===== src/rs_fec_defines.vh =====
// Purpose: Constants for the forward error correction mode control block
// Assumes: Word-aligned classic Wishbone register map, 32-bit data
// Notes: Offsets are byte addresses
`ifndef RS_FEC_DEFINES_VH
`define RS_FEC_DEFINES_VH

// Register byte offsets
`define REG_STATUS 4'h0
`define REG_EVENT 4'h4
`define REG_MASK 4'h8
`define REG_ERRCOUNT 4'hc

// Configuration vector bit positions
`define CFG_FEC_EN 0
`define CFG_CORRECT 1
`define CFG_INDICATE 2
`define CFG_IEEE 3
`define CFG_W 4

// Status register bit positions above the configuration bits
`define ST_DEC_BYPASS 4
`define ST_HI_SER 5
`define ST_TX_LOCK 6
`define ST_TX_ALIGN 7

// Event bit positions
`define EV_HI_SER 0
`define EV_UNCORR 1
`define EV_LOCK_LOST 2
`define EV_ALIGN_LOST 3
`define EV_W 4

// Reset values
`define MASK_RESET 4'h0
`define EVENT_RESET 4'h0

// Symbol error rate monitor
`define SER_WINDOW_CW 14'h2000
`define SER_THRESHOLD 16'h01a1
`define SER_CNT_W 16
`define CW_ERR_W 4

// Startup capture point: start counter value; modes load on the next edge, the third after reset release
`define CAPTURE_AT 2'h2

`endif


===== src/rs_fec_mode_control.v =====
// Purpose: Mode selection and status for an optional Reed-Solomon correction stage
// Assumes: One clock, config pins static around reset, decoder strobes synchronous
// Notes: Wishbone classic slave, one wait state; single level interrupt
//
// Function
// - Function enable 1 inserts the stage; 0 bypasses it straight to transceiver.
// - All configuration inputs captured once after reset; later changes are ignored.
// - Correction enable 0 means detect only; 1 also corrects correctable codewords.
// - Indication enable 1 flags uncorrectable codewords to PCS; 0 bypasses flagging.
// - Correct without indication: data corrected, no error marks, lower latency.
// - Conformance mode 1 is standard; 0 with both enables 0 bypasses decoder.
// - No-indication setting counts symbol errors per codeword block, drives high rate flag.
// - High rate flag only in no-indication setting; errors above 417 per 8192 codewords.
// - Correction and indication enables mirror management bits 1.200.0 and 1.200.1.
// - Transmit PCS block lock reported on an output, 1 locked.
// - Transmit PCS frame alignment reported on an output, 1 aligned.
`timescale 1ns/10ps
`include "rs_fec_defines.vh"

module rs_fec_mode_control (
    input wire clk,
    input wire rst_n,
    // Static configuration pins
    input wire fec_enable_pin,
    input wire correction_enable_pin,
    input wire indication_enable_pin,
    input wire ieee_mode_pin,
    // Decoder per-codeword report
    input wire cw_done,
    input wire [3:0] cw_symbol_errors,
    input wire cw_uncorrectable,
    // Transmit PCS state
    input wire tx_block_lock_in,
    input wire tx_lane_aligned_in,
    // Wishbone slave
    input wire wb_cyc_i,
    input wire wb_stb_i,
    input wire wb_we_i,
    input wire [3:0] wb_adr_i,
    input wire [3:0] wb_sel_i,
    input wire [31:0] wb_dat_i,
    output reg [31:0] wb_dat_o,
    output reg wb_ack_o,
    // Datapath steering, status and interrupt
    output reg fec_inserted,
    output reg decoder_correct,
    output reg decoder_indicate,
    output reg decoder_bypass,
    output reg error_mark,
    output reg high_symbol_error_rate,
    output reg high_symbol_error_rate_status,
    output reg tx_block_lock,
    output reg tx_lane_aligned,
    output reg irq
);

    function [3:0] reg_sel;
        input [3:0] adr;
        begin
            reg_sel = 4'h0;
            case (adr)
                `REG_STATUS: reg_sel = 4'h1;
                `REG_EVENT: reg_sel = 4'h2;
                `REG_MASK: reg_sel = 4'h4;
                `REG_ERRCOUNT: reg_sel = 4'h8;
                default: reg_sel = 4'h0;
            endcase
        end
    endfunction

    reg [`CFG_W-1:0] cfg_meta;
    reg [`CFG_W-1:0] cfg_sync;
    reg [`CFG_W-1:0] cfg;
    reg [1:0] start_cnt;
    reg boot_state;
    reg next_boot_state;
    reg [13:0] win_cnt;
    reg [`SER_CNT_W-1:0] err_cnt;
    reg ser_hit;
    reg [`EV_W-1:0] events;
    reg [`EV_W-1:0] mask;
    reg [`EV_W-1:0] ev_in;
    reg lock_q;
    reg align_q;
    reg [`SER_CNT_W-1:0] err_add;
    reg err_sat;
    reg [`SER_CNT_W-1:0] err_next;
    reg err_over;
    reg win_end;
    reg next_hi;

    // Startup states: wait for the synchroniser, then freeze the modes
    localparam ST_WAIT = 1'b0;
    localparam ST_RUN = 1'b1;

    wire fec_on = cfg[`CFG_FEC_EN];
    wire dec_byp = fec_on & ~cfg[`CFG_IEEE] & ~cfg[`CFG_CORRECT] & ~cfg[`CFG_INDICATE];
    wire ser_mode = fec_on & ~dec_byp & ~cfg[`CFG_INDICATE];

    function over_threshold;
        input [`SER_CNT_W-1:0] sum;
        begin
            over_threshold = (sum > `SER_THRESHOLD);
        end
    endfunction

    // Window sum saturates rather than wrapping back under the threshold
    always @* begin
        err_add = err_cnt + {{(`SER_CNT_W-`CW_ERR_W){1'b0}}, cw_symbol_errors};
        err_sat = (err_add < err_cnt);
        if (err_sat) begin
            err_next = {`SER_CNT_W{1'b1}};
        end else begin
            err_next = err_add;
        end
        err_over = over_threshold(err_next);
        win_end = cw_done & (win_cnt == `SER_WINDOW_CW - 14'h1);
        next_hi = ser_mode & (ser_hit | (cw_done & err_over));
    end

    wire bus_req = wb_cyc_i & wb_stb_i;
    wire bus_wr = bus_req & wb_we_i & wb_ack_o & wb_sel_i[0];
    wire [3:0] hit = reg_sel(wb_adr_i);
    wire [`EV_W-1:0] w1c = (bus_wr & hit[1]) ? wb_dat_i[`EV_W-1:0] : {`EV_W{1'b0}};

    // Two-flop synchroniser on the configuration pins
    always @(posedge clk or negedge rst_n) begin
        if (!rst_n) begin
            cfg_meta <= {`CFG_W{1'b0}};
            cfg_sync <= {`CFG_W{1'b0}};
        end else begin
            cfg_meta <= {ieee_mode_pin, indication_enable_pin, correction_enable_pin, fec_enable_pin};
            cfg_sync <= cfg_meta;
        end
    end

    // Capture once, as soon as synchronised values are valid
    always @* begin
        next_boot_state = boot_state;
        case (boot_state)
            ST_WAIT: begin
                if (start_cnt == `CAPTURE_AT) begin
                    next_boot_state = ST_RUN;
                end
            end
            ST_RUN: begin
                next_boot_state = ST_RUN;
            end
            default: begin
                next_boot_state = ST_WAIT;
            end
        endcase
    end

    // Later pin moves are ignored until the next reset
    always @(posedge clk or negedge rst_n) begin
        if (!rst_n) begin
            boot_state <= ST_WAIT;
            start_cnt <= 2'h0;
            cfg <= {`CFG_W{1'b0}};
        end else begin
            boot_state <= next_boot_state;
            if (boot_state == ST_WAIT) begin
                start_cnt <= start_cnt + 2'h1;
            end
            if ((boot_state == ST_WAIT) && (next_boot_state == ST_RUN)) begin
                cfg <= cfg_sync;
            end
        end
    end

    // Steering outputs; bypassed stage lets the PCS see the transceiver directly
    always @(posedge clk or negedge rst_n) begin
        if (!rst_n) begin
            fec_inserted <= 1'b0;
            decoder_correct <= 1'b0;
            decoder_indicate <= 1'b0;
            decoder_bypass <= 1'b0;
            error_mark <= 1'b0;
        end else begin
            fec_inserted <= fec_on;
            decoder_correct <= fec_on & ~dec_byp & cfg[`CFG_CORRECT];
            decoder_indicate <= fec_on & ~dec_byp & cfg[`CFG_INDICATE];
            decoder_bypass <= dec_byp;
            // No marks when indication is off, even while correcting
            error_mark <= fec_on & cfg[`CFG_INDICATE] & cw_done & cw_uncorrectable;
        end
    end

    // Symbol error rate monitor over non-overlapping windows
    always @(posedge clk or negedge rst_n) begin
        if (!rst_n) begin
            win_cnt <= 14'h0;
            err_cnt <= {`SER_CNT_W{1'b0}};
            ser_hit <= 1'b0;
            high_symbol_error_rate <= 1'b0;
            high_symbol_error_rate_status <= 1'b0;
        end else begin
            if (!ser_mode) begin
                win_cnt <= 14'h0;
                err_cnt <= {`SER_CNT_W{1'b0}};
                ser_hit <= 1'b0;
            end else if (cw_done) begin
                if (win_end) begin
                    // Flag holds through the next window; it then reflects that window
                    win_cnt <= 14'h0;
                    err_cnt <= {`SER_CNT_W{1'b0}};
                    ser_hit <= 1'b0;
                end else begin
                    win_cnt <= win_cnt + 14'h1;
                    err_cnt <= err_next;
                    ser_hit <= ser_hit | err_over;
                end
            end
            if (!ser_mode) begin
                high_symbol_error_rate <= 1'b0;
            end else if (win_end) begin
                high_symbol_error_rate <= ser_hit | err_over;
            end else if (next_hi) begin
                high_symbol_error_rate <= 1'b1;
            end
            high_symbol_error_rate_status <= ser_mode & (win_end ?
                (ser_hit | err_over) : (high_symbol_error_rate | next_hi));
        end
    end

    // Transmit side status, forced inactive while the stage is out
    always @(posedge clk or negedge rst_n) begin
        if (!rst_n) begin
            tx_block_lock <= 1'b0;
            tx_lane_aligned <= 1'b0;
            lock_q <= 1'b0;
            align_q <= 1'b0;
        end else begin
            tx_block_lock <= fec_on & tx_block_lock_in;
            tx_lane_aligned <= fec_on & tx_lane_aligned_in;
            lock_q <= tx_block_lock;
            align_q <= tx_lane_aligned;
        end
    end

    always @* begin
        ev_in = {`EV_W{1'b0}};
        ev_in[`EV_HI_SER] = ser_mode & next_hi & ~high_symbol_error_rate;
        ev_in[`EV_UNCORR] = fec_on & cw_done & cw_uncorrectable;
        ev_in[`EV_LOCK_LOST] = lock_q & ~tx_block_lock;
        ev_in[`EV_ALIGN_LOST] = align_q & ~tx_lane_aligned;
    end

    // Sticky events; a new event beats a same-cycle clear
    genvar g;
    generate
        for (g = 0; g < `EV_W; g = g + 1) begin : ev_bit
            always @(posedge clk or negedge rst_n) begin
                if (!rst_n) begin
                    events[g] <= 1'b0;
                end else if (ev_in[g]) begin
                    events[g] <= 1'b1;
                end else if (w1c[g]) begin
                    events[g] <= 1'b0;
                end
            end
        end
    endgenerate

    // Bus slave: ack one cycle after request, writes land on the ack edge
    always @(posedge clk or negedge rst_n) begin
        if (!rst_n) begin
            wb_ack_o <= 1'b0;
            wb_dat_o <= 32'h0;
        end else begin
            wb_ack_o <= bus_req & ~wb_ack_o;
            // Read data is latched with the ack and held until the next read
            if (bus_req & ~wb_ack_o & ~wb_we_i) begin
                case (1'b1)
                    hit[0]: wb_dat_o <= {24'h0, align_q, lock_q, high_symbol_error_rate,
                        dec_byp, cfg};
                    hit[1]: wb_dat_o <= {28'h0, events};
                    hit[2]: wb_dat_o <= {28'h0, mask};
                    hit[3]: wb_dat_o <= {16'h0, err_cnt};
                    default: wb_dat_o <= 32'h0;
                endcase
            end
        end
    end

    // Mask and interrupt; irq lags the event bits by one edge
    always @(posedge clk or negedge rst_n) begin
        if (!rst_n) begin
            mask <= `MASK_RESET;
            irq <= 1'b0;
        end else begin
            if (bus_wr & hit[2]) begin
                mask <= wb_dat_i[`EV_W-1:0];
            end
            irq <= |(events & mask);
        end
    end

endmodule


===== config.mk =====
export PLATFORM = sky130hd
export DESIGN_NAME = rs_fec_mode_control
export DESIGN_NICKNAME = d
export VERILOG_FILES = /design/src/rs_fec_mode_control.v
export VERILOG_INCLUDE_DIRS = /design/src
export SDC_FILE = /design/constraint.sdc
export NUM_CORES = 1
export LEC_CHECK = 0
export BUFFER_PORTS_ARGS = -buffer_cell sky130_fd_sc_hd__buf_4
export CORE_MARGIN = 3
export CORE_UTILIZATION = 47
export DETAILED_ROUTE_END_ITERATION = 10
export MAX_ROUTING_LAYER = met4
export PLACE_DENSITY = 0.67
export SLEW_MARGIN = 5
export SYNTH_ARGS = -nofsm -noshare
export SYNTH_HDL_FRONTEND = slang
export SYNTH_SLANG_ARGS = --single-unit

===== constraint.sdc =====
create_clock -name clk -period 5.2 [get_ports clk]
set_clock_uncertainty 0.1 [all_clocks]
set_input_delay 0.78 -clock clk [delete_from_list [all_inputs] [get_ports clk]]
set_output_delay 0.78 -clock clk [all_outputs]
set_load 0.005 [all_outputs]

After elaboration in Yosys (flattened, before gate mapping)
Index checks and enable logic that the tools add are counted.
{"block": "totals", "wordCells": 120, "regBits": 99, "in_bits": 57, "output_inout_bits": 43}
{"block": "classes", "magnitude_cmp": 2, "n_reduce_logical": 7, "eq_ne": 7, "muxes": 30, "bitwise_logic": 44, "addsub": 3}
{"cell": "$mux W16", "n": 8}
{"cell": "$mux W14", "n": 3}
{"cell": "$and A1 B1 Y1", "n": 30}
{"cell": "$add A16 B4 Y16", "n": 1}
{"cell": "$gt A16 B9 Y1 const B", "n": 1}
{"cell": "$lt A16 B16 Y1", "n": 1}
{"cell": "$mux W1", "n": 16}
{"cell": "$pmux W4 S4", "n": 1}
{"cell": "$add A14 B1 Y14 const B", "n": 1}
{"cell": "$eq A14 B13 Y1 const B", "n": 1}
{"cell": "$not A1 Y1", "n": 10}
{"cell": "$eq A4 B4 Y1 const B", "n": 2}
{"cell": "$reduce_bool A2 Y1", "n": 4}
{"cell": "$and A4 B4 Y4", "n": 1}
{"cell": "$eq A4 B3 Y1 const B", "n": 1}
{"cell": "$logic_not A4 Y1", "n": 1}
{"cell": "$mux W4", "n": 1}
{"cell": "$reduce_or A4 Y1", "n": 1}
{"cell": "$ne A3 B3 Y1 const B", "n": 1}
{"cell": "$or A1 B1 Y1", "n": 3}
{"cell": "$add A2 B1 Y2 const B", "n": 1}
{"cell": "$eq A2 B2 Y1 const B", "n": 1}
{"cell": "$ne A2 B2 Y1 const B", "n": 1}
{"cell": "$pmux W1 S2", "n": 1}
{"cell": "$logic_and A1 B1 Y1", "n": 1}

Longest topological paths before layout
{"block": "logic_depth", "depth_word": 11, "ltp_mapped": 16, "depth_no_buf": 16}

Worst setup path before layout
Ideal clock, no wire load.
{"block": "synth_path", "path_kind": "input to register", "from": "in cw_symbol_errors[3]", "to": "reg high_symbol_error_rate", "path_stages": 15, "slack_ps": 1182, "setup_ps": 134, "required_ps": 4966, "path_buffers": 0, "arrival_time_ps": 3783, "cell_sequence": "ha_1 inv_1 o21ai_0 nand2_1 nor3_1 nand2_1 nor2_1 ha_1 xor2_1 nand2_1 or4_1 a21oi_1 a22oi_2 a2111oi_4 o21ai_0"}
{"block": "synth_between", "elab_chain_cells": 8, "elab_cells_between_ends": 11, "classes_between": "add/sub: 1; order compare: 2; eq/ne: 1; mux: 3; bitwise: 4"}
{"item": "start: declaration", "line_no": "rs_fec_mode_control.v:30", "text": "input wire [3:0] cw_symbol_errors,"}
{"item": "$add A16 B4 Y16 *", "line_no": "rs_fec_mode_control.v:109", "text": "err_add = err_cnt + {{(`SER_CNT_W-`CW_ERR_W){1'b0}}, cw_symbol_errors};"}
{"item": "$lt A16 B16 Y1", "line_no": "rs_fec_mode_control.v:110", "text": "err_sat = (err_add < err_cnt);"}
{"item": "$mux W16 *", "line_no": "rs_fec_mode_control.v:111", "text": "if (err_sat) begin"}
{"item": "$gt A16 B9 Y1 (no line) *"}
{"item": "$and A1 B1 Y1", "line_no": "rs_fec_mode_control.v:118", "text": "next_hi = ser_mode & (ser_hit | (cw_done & err_over));"}
{"item": "$or A1 B1 Y1", "line_no": "rs_fec_mode_control.v:118"}
{"item": "$and A1 B1 Y1", "line_no": "rs_fec_mode_control.v:118"}
{"item": "$ne A3 B3 Y1 (no line)"}
{"item": "end signal: assignment", "line_no": "rs_fec_mode_control.v:218", "text": "high_symbol_error_rate <= ser_hit | err_over;"}
{"item": "end: declaration", "line_no": "rs_fec_mode_control.v:50", "text": "output reg high_symbol_error_rate,"}
Mark *: on every way between the ends. The rest lies on a longest branch, timed or not.
A chain may end at the register's enable or synchronous reset.

Final worst setup path
{"block": "layout_path", "from": "in cw_symbol_errors[0]", "to": "reg high_symbol_error_rate_status"}
{"block": "layout_between", "elab_chain_cells": 10, "elab_cells_between_ends": 11, "classes_between": "add/sub: 1; order compare: 2; mux: 2; bitwise: 6"}
{"item": "$add A16 B4 Y16 *", "line_no": "rs_fec_mode_control.v:109"}
{"item": "$lt A16 B16 Y1", "line_no": "rs_fec_mode_control.v:110"}
{"item": "$mux W16 *", "line_no": "rs_fec_mode_control.v:111"}
{"item": "$gt A16 B9 Y1 (no line) *"}
{"item": "$and A1 B1 Y1", "line_no": "rs_fec_mode_control.v:118"}
{"item": "$or A1 B1 Y1", "line_no": "rs_fec_mode_control.v:118"}
{"item": "$and A1 B1 Y1", "line_no": "rs_fec_mode_control.v:118"}
{"item": "$or A1 B1 Y1", "line_no": "rs_fec_mode_control.v:223", "text": "(ser_hit | err_over) : (high_symbol_error_rate | next_hi));"}
{"item": "$mux W1 *", "line_no": "rs_fec_mode_control.v:222", "text": "high_symbol_error_rate_status <= ser_mode & (win_end ?"}
{"item": "$and A1 B1 Y1 *", "line_no": "rs_fec_mode_control.v:222"}
{"item": "end signal: assignment", "line_no": "rs_fec_mode_control.v:222"}
{"item": "end: declaration", "line_no": "rs_fec_mode_control.v:51", "text": "output reg high_symbol_error_rate_status,"}
Marks and branches as above.

==> results.md <==
- Placed cells: 571
- Router iterations before antenna repair: 4
- First-pass GRT wire length: 15.7 mm
- Post-synthesis xor/xnor area fraction: 0.0319
- Ys async rst share: 1.00
- Leak: 2.30 nW
- Clk pwr share: 0.348
- Worst path cell trace: buf_4, ha_1, fa_1, a21oi_1, o21ai_0, nand2_1, nor3_1, nand2_1, nor2_1, ha_1, xor2_1, nand2_1, or4_1, a21oi_1, a22oi_2, a2111oi_4, o21ai_0
- Most Frequent Cell on Critical Path: nand2_1
- Switching portion of total power: 0.292
- Maxcap violations: 0
- Total grt overflow: 0
- Post-DP HPWL: 6.81 mm
- Post-Synth Simple-Gate Area: 0.153
- Final WL: 9.39 mm
- Fill cells: 783
- Largest family of logic cells by synthesized area: compound AO/OA/AOI/OAI gates
- Most common cell after layout, fill and taps aside: dfrtp_1
- CTS buffer count: 9
- Post-DRT Antenna Nets: 0
- Flop pwr share: 0.496
- Register area share after synthesis: 0.473
- Net Switching: 0.000413 W
- Via density: 5.72
- Dominant synthesized flop cell: dfrtp_1
- Starting Density: 0.494
- Ys Warns: 0
- Layout cells sized above 1: 0.198
- Detailed-route via count: 3359
- Drt wl/cell: 16.0 um
- Peak supply drop: 0.155 mV
- Compound-gate portion of the synthesized area: 0.191
- Post-route cell area: 0.00499 sq mm
- Port bufs: 52
- Max FO, Critical Path: 8
- EDFF count, synth: 0
- CP Capture Type: flop
- Cell variety after synth: 60
- #FFs+latches synth: 83
- Worst Tran Pin Value: 1.03 ns
- Antenna cell count: 0
- Max clock buf depth: 2
- Cell Count, Final, Fillers Out: 587
- Max Slew Vio Count: 0
- IO Pins: 100
- Layout area overhead: 13.6%
- Setup Buffers After CTS: 0
- Vias in the first global route: 3314
- Tcrit/Tclk final: 0.851
- Fin nets: 546
- TNS Setup: 0 ns
- Clock-pin slew of the registers on the worst-case setup and hold paths: 0.09 ns
- Hold Violations, Final: 0
- Logic pwr share: 0.156
- Initial DRC count: 174
- CP max-delay cell: or4_1
- Pin count of the biggest net entering global routing: 84
- DRC: 0
- Hold Crit Class: flop to flop
- Total GRT Usage: 0.198
- Clock latency on the worst-skew pair: 0.36 ns
- Setup violations, final: 0
- # resized after CTS: 0
- Core area: 0.00889 sq mm
- Critical Path Max Stage Delay: 0.52 ns
- Startpoint Class: input pin
- Status: completed
- Fmax: 226 MHz
- Sinks on Clock Net: 83
- Cts hold-fix bufs: 0
- TritonCTS clock tree: built
- Most frequent cells in the layout: dfrtp_1 (83), buf_4 (52), nand2_1 (44)
- Worst setup path class: input pin to flop
- Chip width: 103 um
- Worst Path Required: 5.34 ns
- Die area: 0.0105 sq mm
- Die Ht: 103 um
- Row Count: 34
- Post-synthesis mux area share: 0.0456
- Antenna violations before repair: 0
- Mean area per synthesized cell: 10.3 sq um
- Post-Syn Instances: 427
- Slew Limit Headroom: 0.316
- Period minus WS final: 4.42 ns
- CTS root buffer: clkbuf_8
- Synthesized cell area: 0.00439 sq mm
- RD Place Congestion: 0.914
- Final core occ: 0.562
- Placement Cell Area: 0.00479 sq mm
- Int Power: 0.00100 W
- RSZ-0062 raised after global routing: false
- PwrDens: 283 mW/mm^2
- H-tree Lvls: 3
- Worst EP arrival: 4.56 ns
- Post-synthesis adder-cell area fraction: 0.0444
==> worst max-delay path, delay by kind of cell <==
kind	cells	cell delay, ns
buf+inv	1	0.09
xor+xnor	1	0.21
fa+ha+maj	3	0.74
simple gates	6	1.35
compound gates	6	1.39
==> area by class of cell <==
class | instances | area [sq um] | area share
multi-input combinational | 307 | 2110 | 0.422
sequential | 83 | 2080 | 0.416
timing repair buffer | 52 | 390 | 0.0782
clock inverter | 7 | 81.3 | 0.0163
clock buffer | 9 | 124 | 0.0248
tap | 108 | 135 | 0.0271
inverter | 21 | 78.8 | 0.0158
==> flip-flops by register name, summed over array words and instances, names as in the netlist, 4 cells and up <==
| register | cells |
|---|---|
| err_cnt | 16 |
| cfg_meta | 4 |
| cfg_sync | 4 |
| events | 4 |
| mask | 4 |
| win_cnt | 14 |
| cfg | 4 |
| wb_dat_o | 16 |
==> power groups by stage <==
stage,Clock (W),Combinational [W],Sequential (W)
2_1_floorplan,0,0.000160,0.000701
3_3_place_gp,0,0.000217,0.000712
3_5_place_dp,0,0.000220,0.000714
4_1_cts,0.000504,0.000221,0.000701
5_1_grt,0.000538,0.000248,0.000706
6_report,0.000492,0.000220,0.000701
==> cell families (layout without fill, tap and decap cells) <==
kind of cell,after synthesis,in the layout
simple gates,131,131
compound gates,115,115
flops,83,83
buf+inv,52,89
xor+xnor,16,16
fa+ha+maj,15,15
mux,14,14
other cells,1,16
==> stage by stage <==
step | hold WS (ns) | total power (W) | setup WS, ns
after floorplan | 0.231 | 0.000861 | 1.18
after global placement | 0.233 | 0.000929 | 0.450
after detailed placement | 0.235 | 0.000934 | 0.443
after CTS | 0.257 | 0.00143 | 0.823
after global routing | 0.268 | 0.00149 | 0.485
final | 0.256 | 0.00141 | 0.775
==> Yosys cell counts (all sizes together), types with 4 or more instances <==
master | n | share of area
mux4 | 4 | 0.021
nand4 | 8 | 0.013
or2 | 5 | 0.0071
nand2b | 4 | 0.0057
nor2 | 27 | 0.023
o31ai | 7 | 0.015
nand3 | 7 | 0.0091
mux2 | 8 | 0.021
buf | 21 | 0.034
xor2 | 10 | 0.020
and3 | 8 | 0.011
o22ai | 5 | 0.0071
dfrtp | 83 | 0.47
clkbuf | 10 | 0.0085
or3 | 4 | 0.0057
nor3 | 6 | 0.0094
a22oi | 8 | 0.015
o21ai | 30 | 0.034
nand2 | 44 | 0.038
a22o | 23 | 0.046
a21oi | 20 | 0.023
xnor2 | 6 | 0.012
inv | 21 | 0.018
and2 | 6 | 0.0085
ha | 14 | 0.040
==> path summary, 6_finish.rpt <==
check	from	to	slack (ns)	cells after the start
setup / recovery	cw_symbol_errors[0]	high_symbol_error_rate_status$_DFF_PN0_	0.78	17
setup reg to reg	err_cnt[0]$_DFFE_PN0P_	high_symbol_error_rate_status$_DFF_PN0_	0.87	16
hold reg to reg	cfg_meta[3]$_DFF_PN0_	cfg_sync[3]$_DFF_PN0_	0.26	0
min in group asynchronous	rst_n	fec_inserted$_DFF_PN0_	0.46	1
hold / removal	cfg_meta[3]$_DFF_PN0_	cfg_sync[3]$_DFF_PN0_	0.26	0
max in group asynchronous	rst_n	err_cnt[9]$_DFFE_PN0P_	3.84	1
==> routing by layer <==
metal | wire length [um] | track usage
met5 | 0 | -
met4 | 163 | 0.0737
met3 | 409 | 0.0419
met2 | 4560 | 0.307
met1 | 4270 | 0.256
Power figures use the tool's default switching activity.
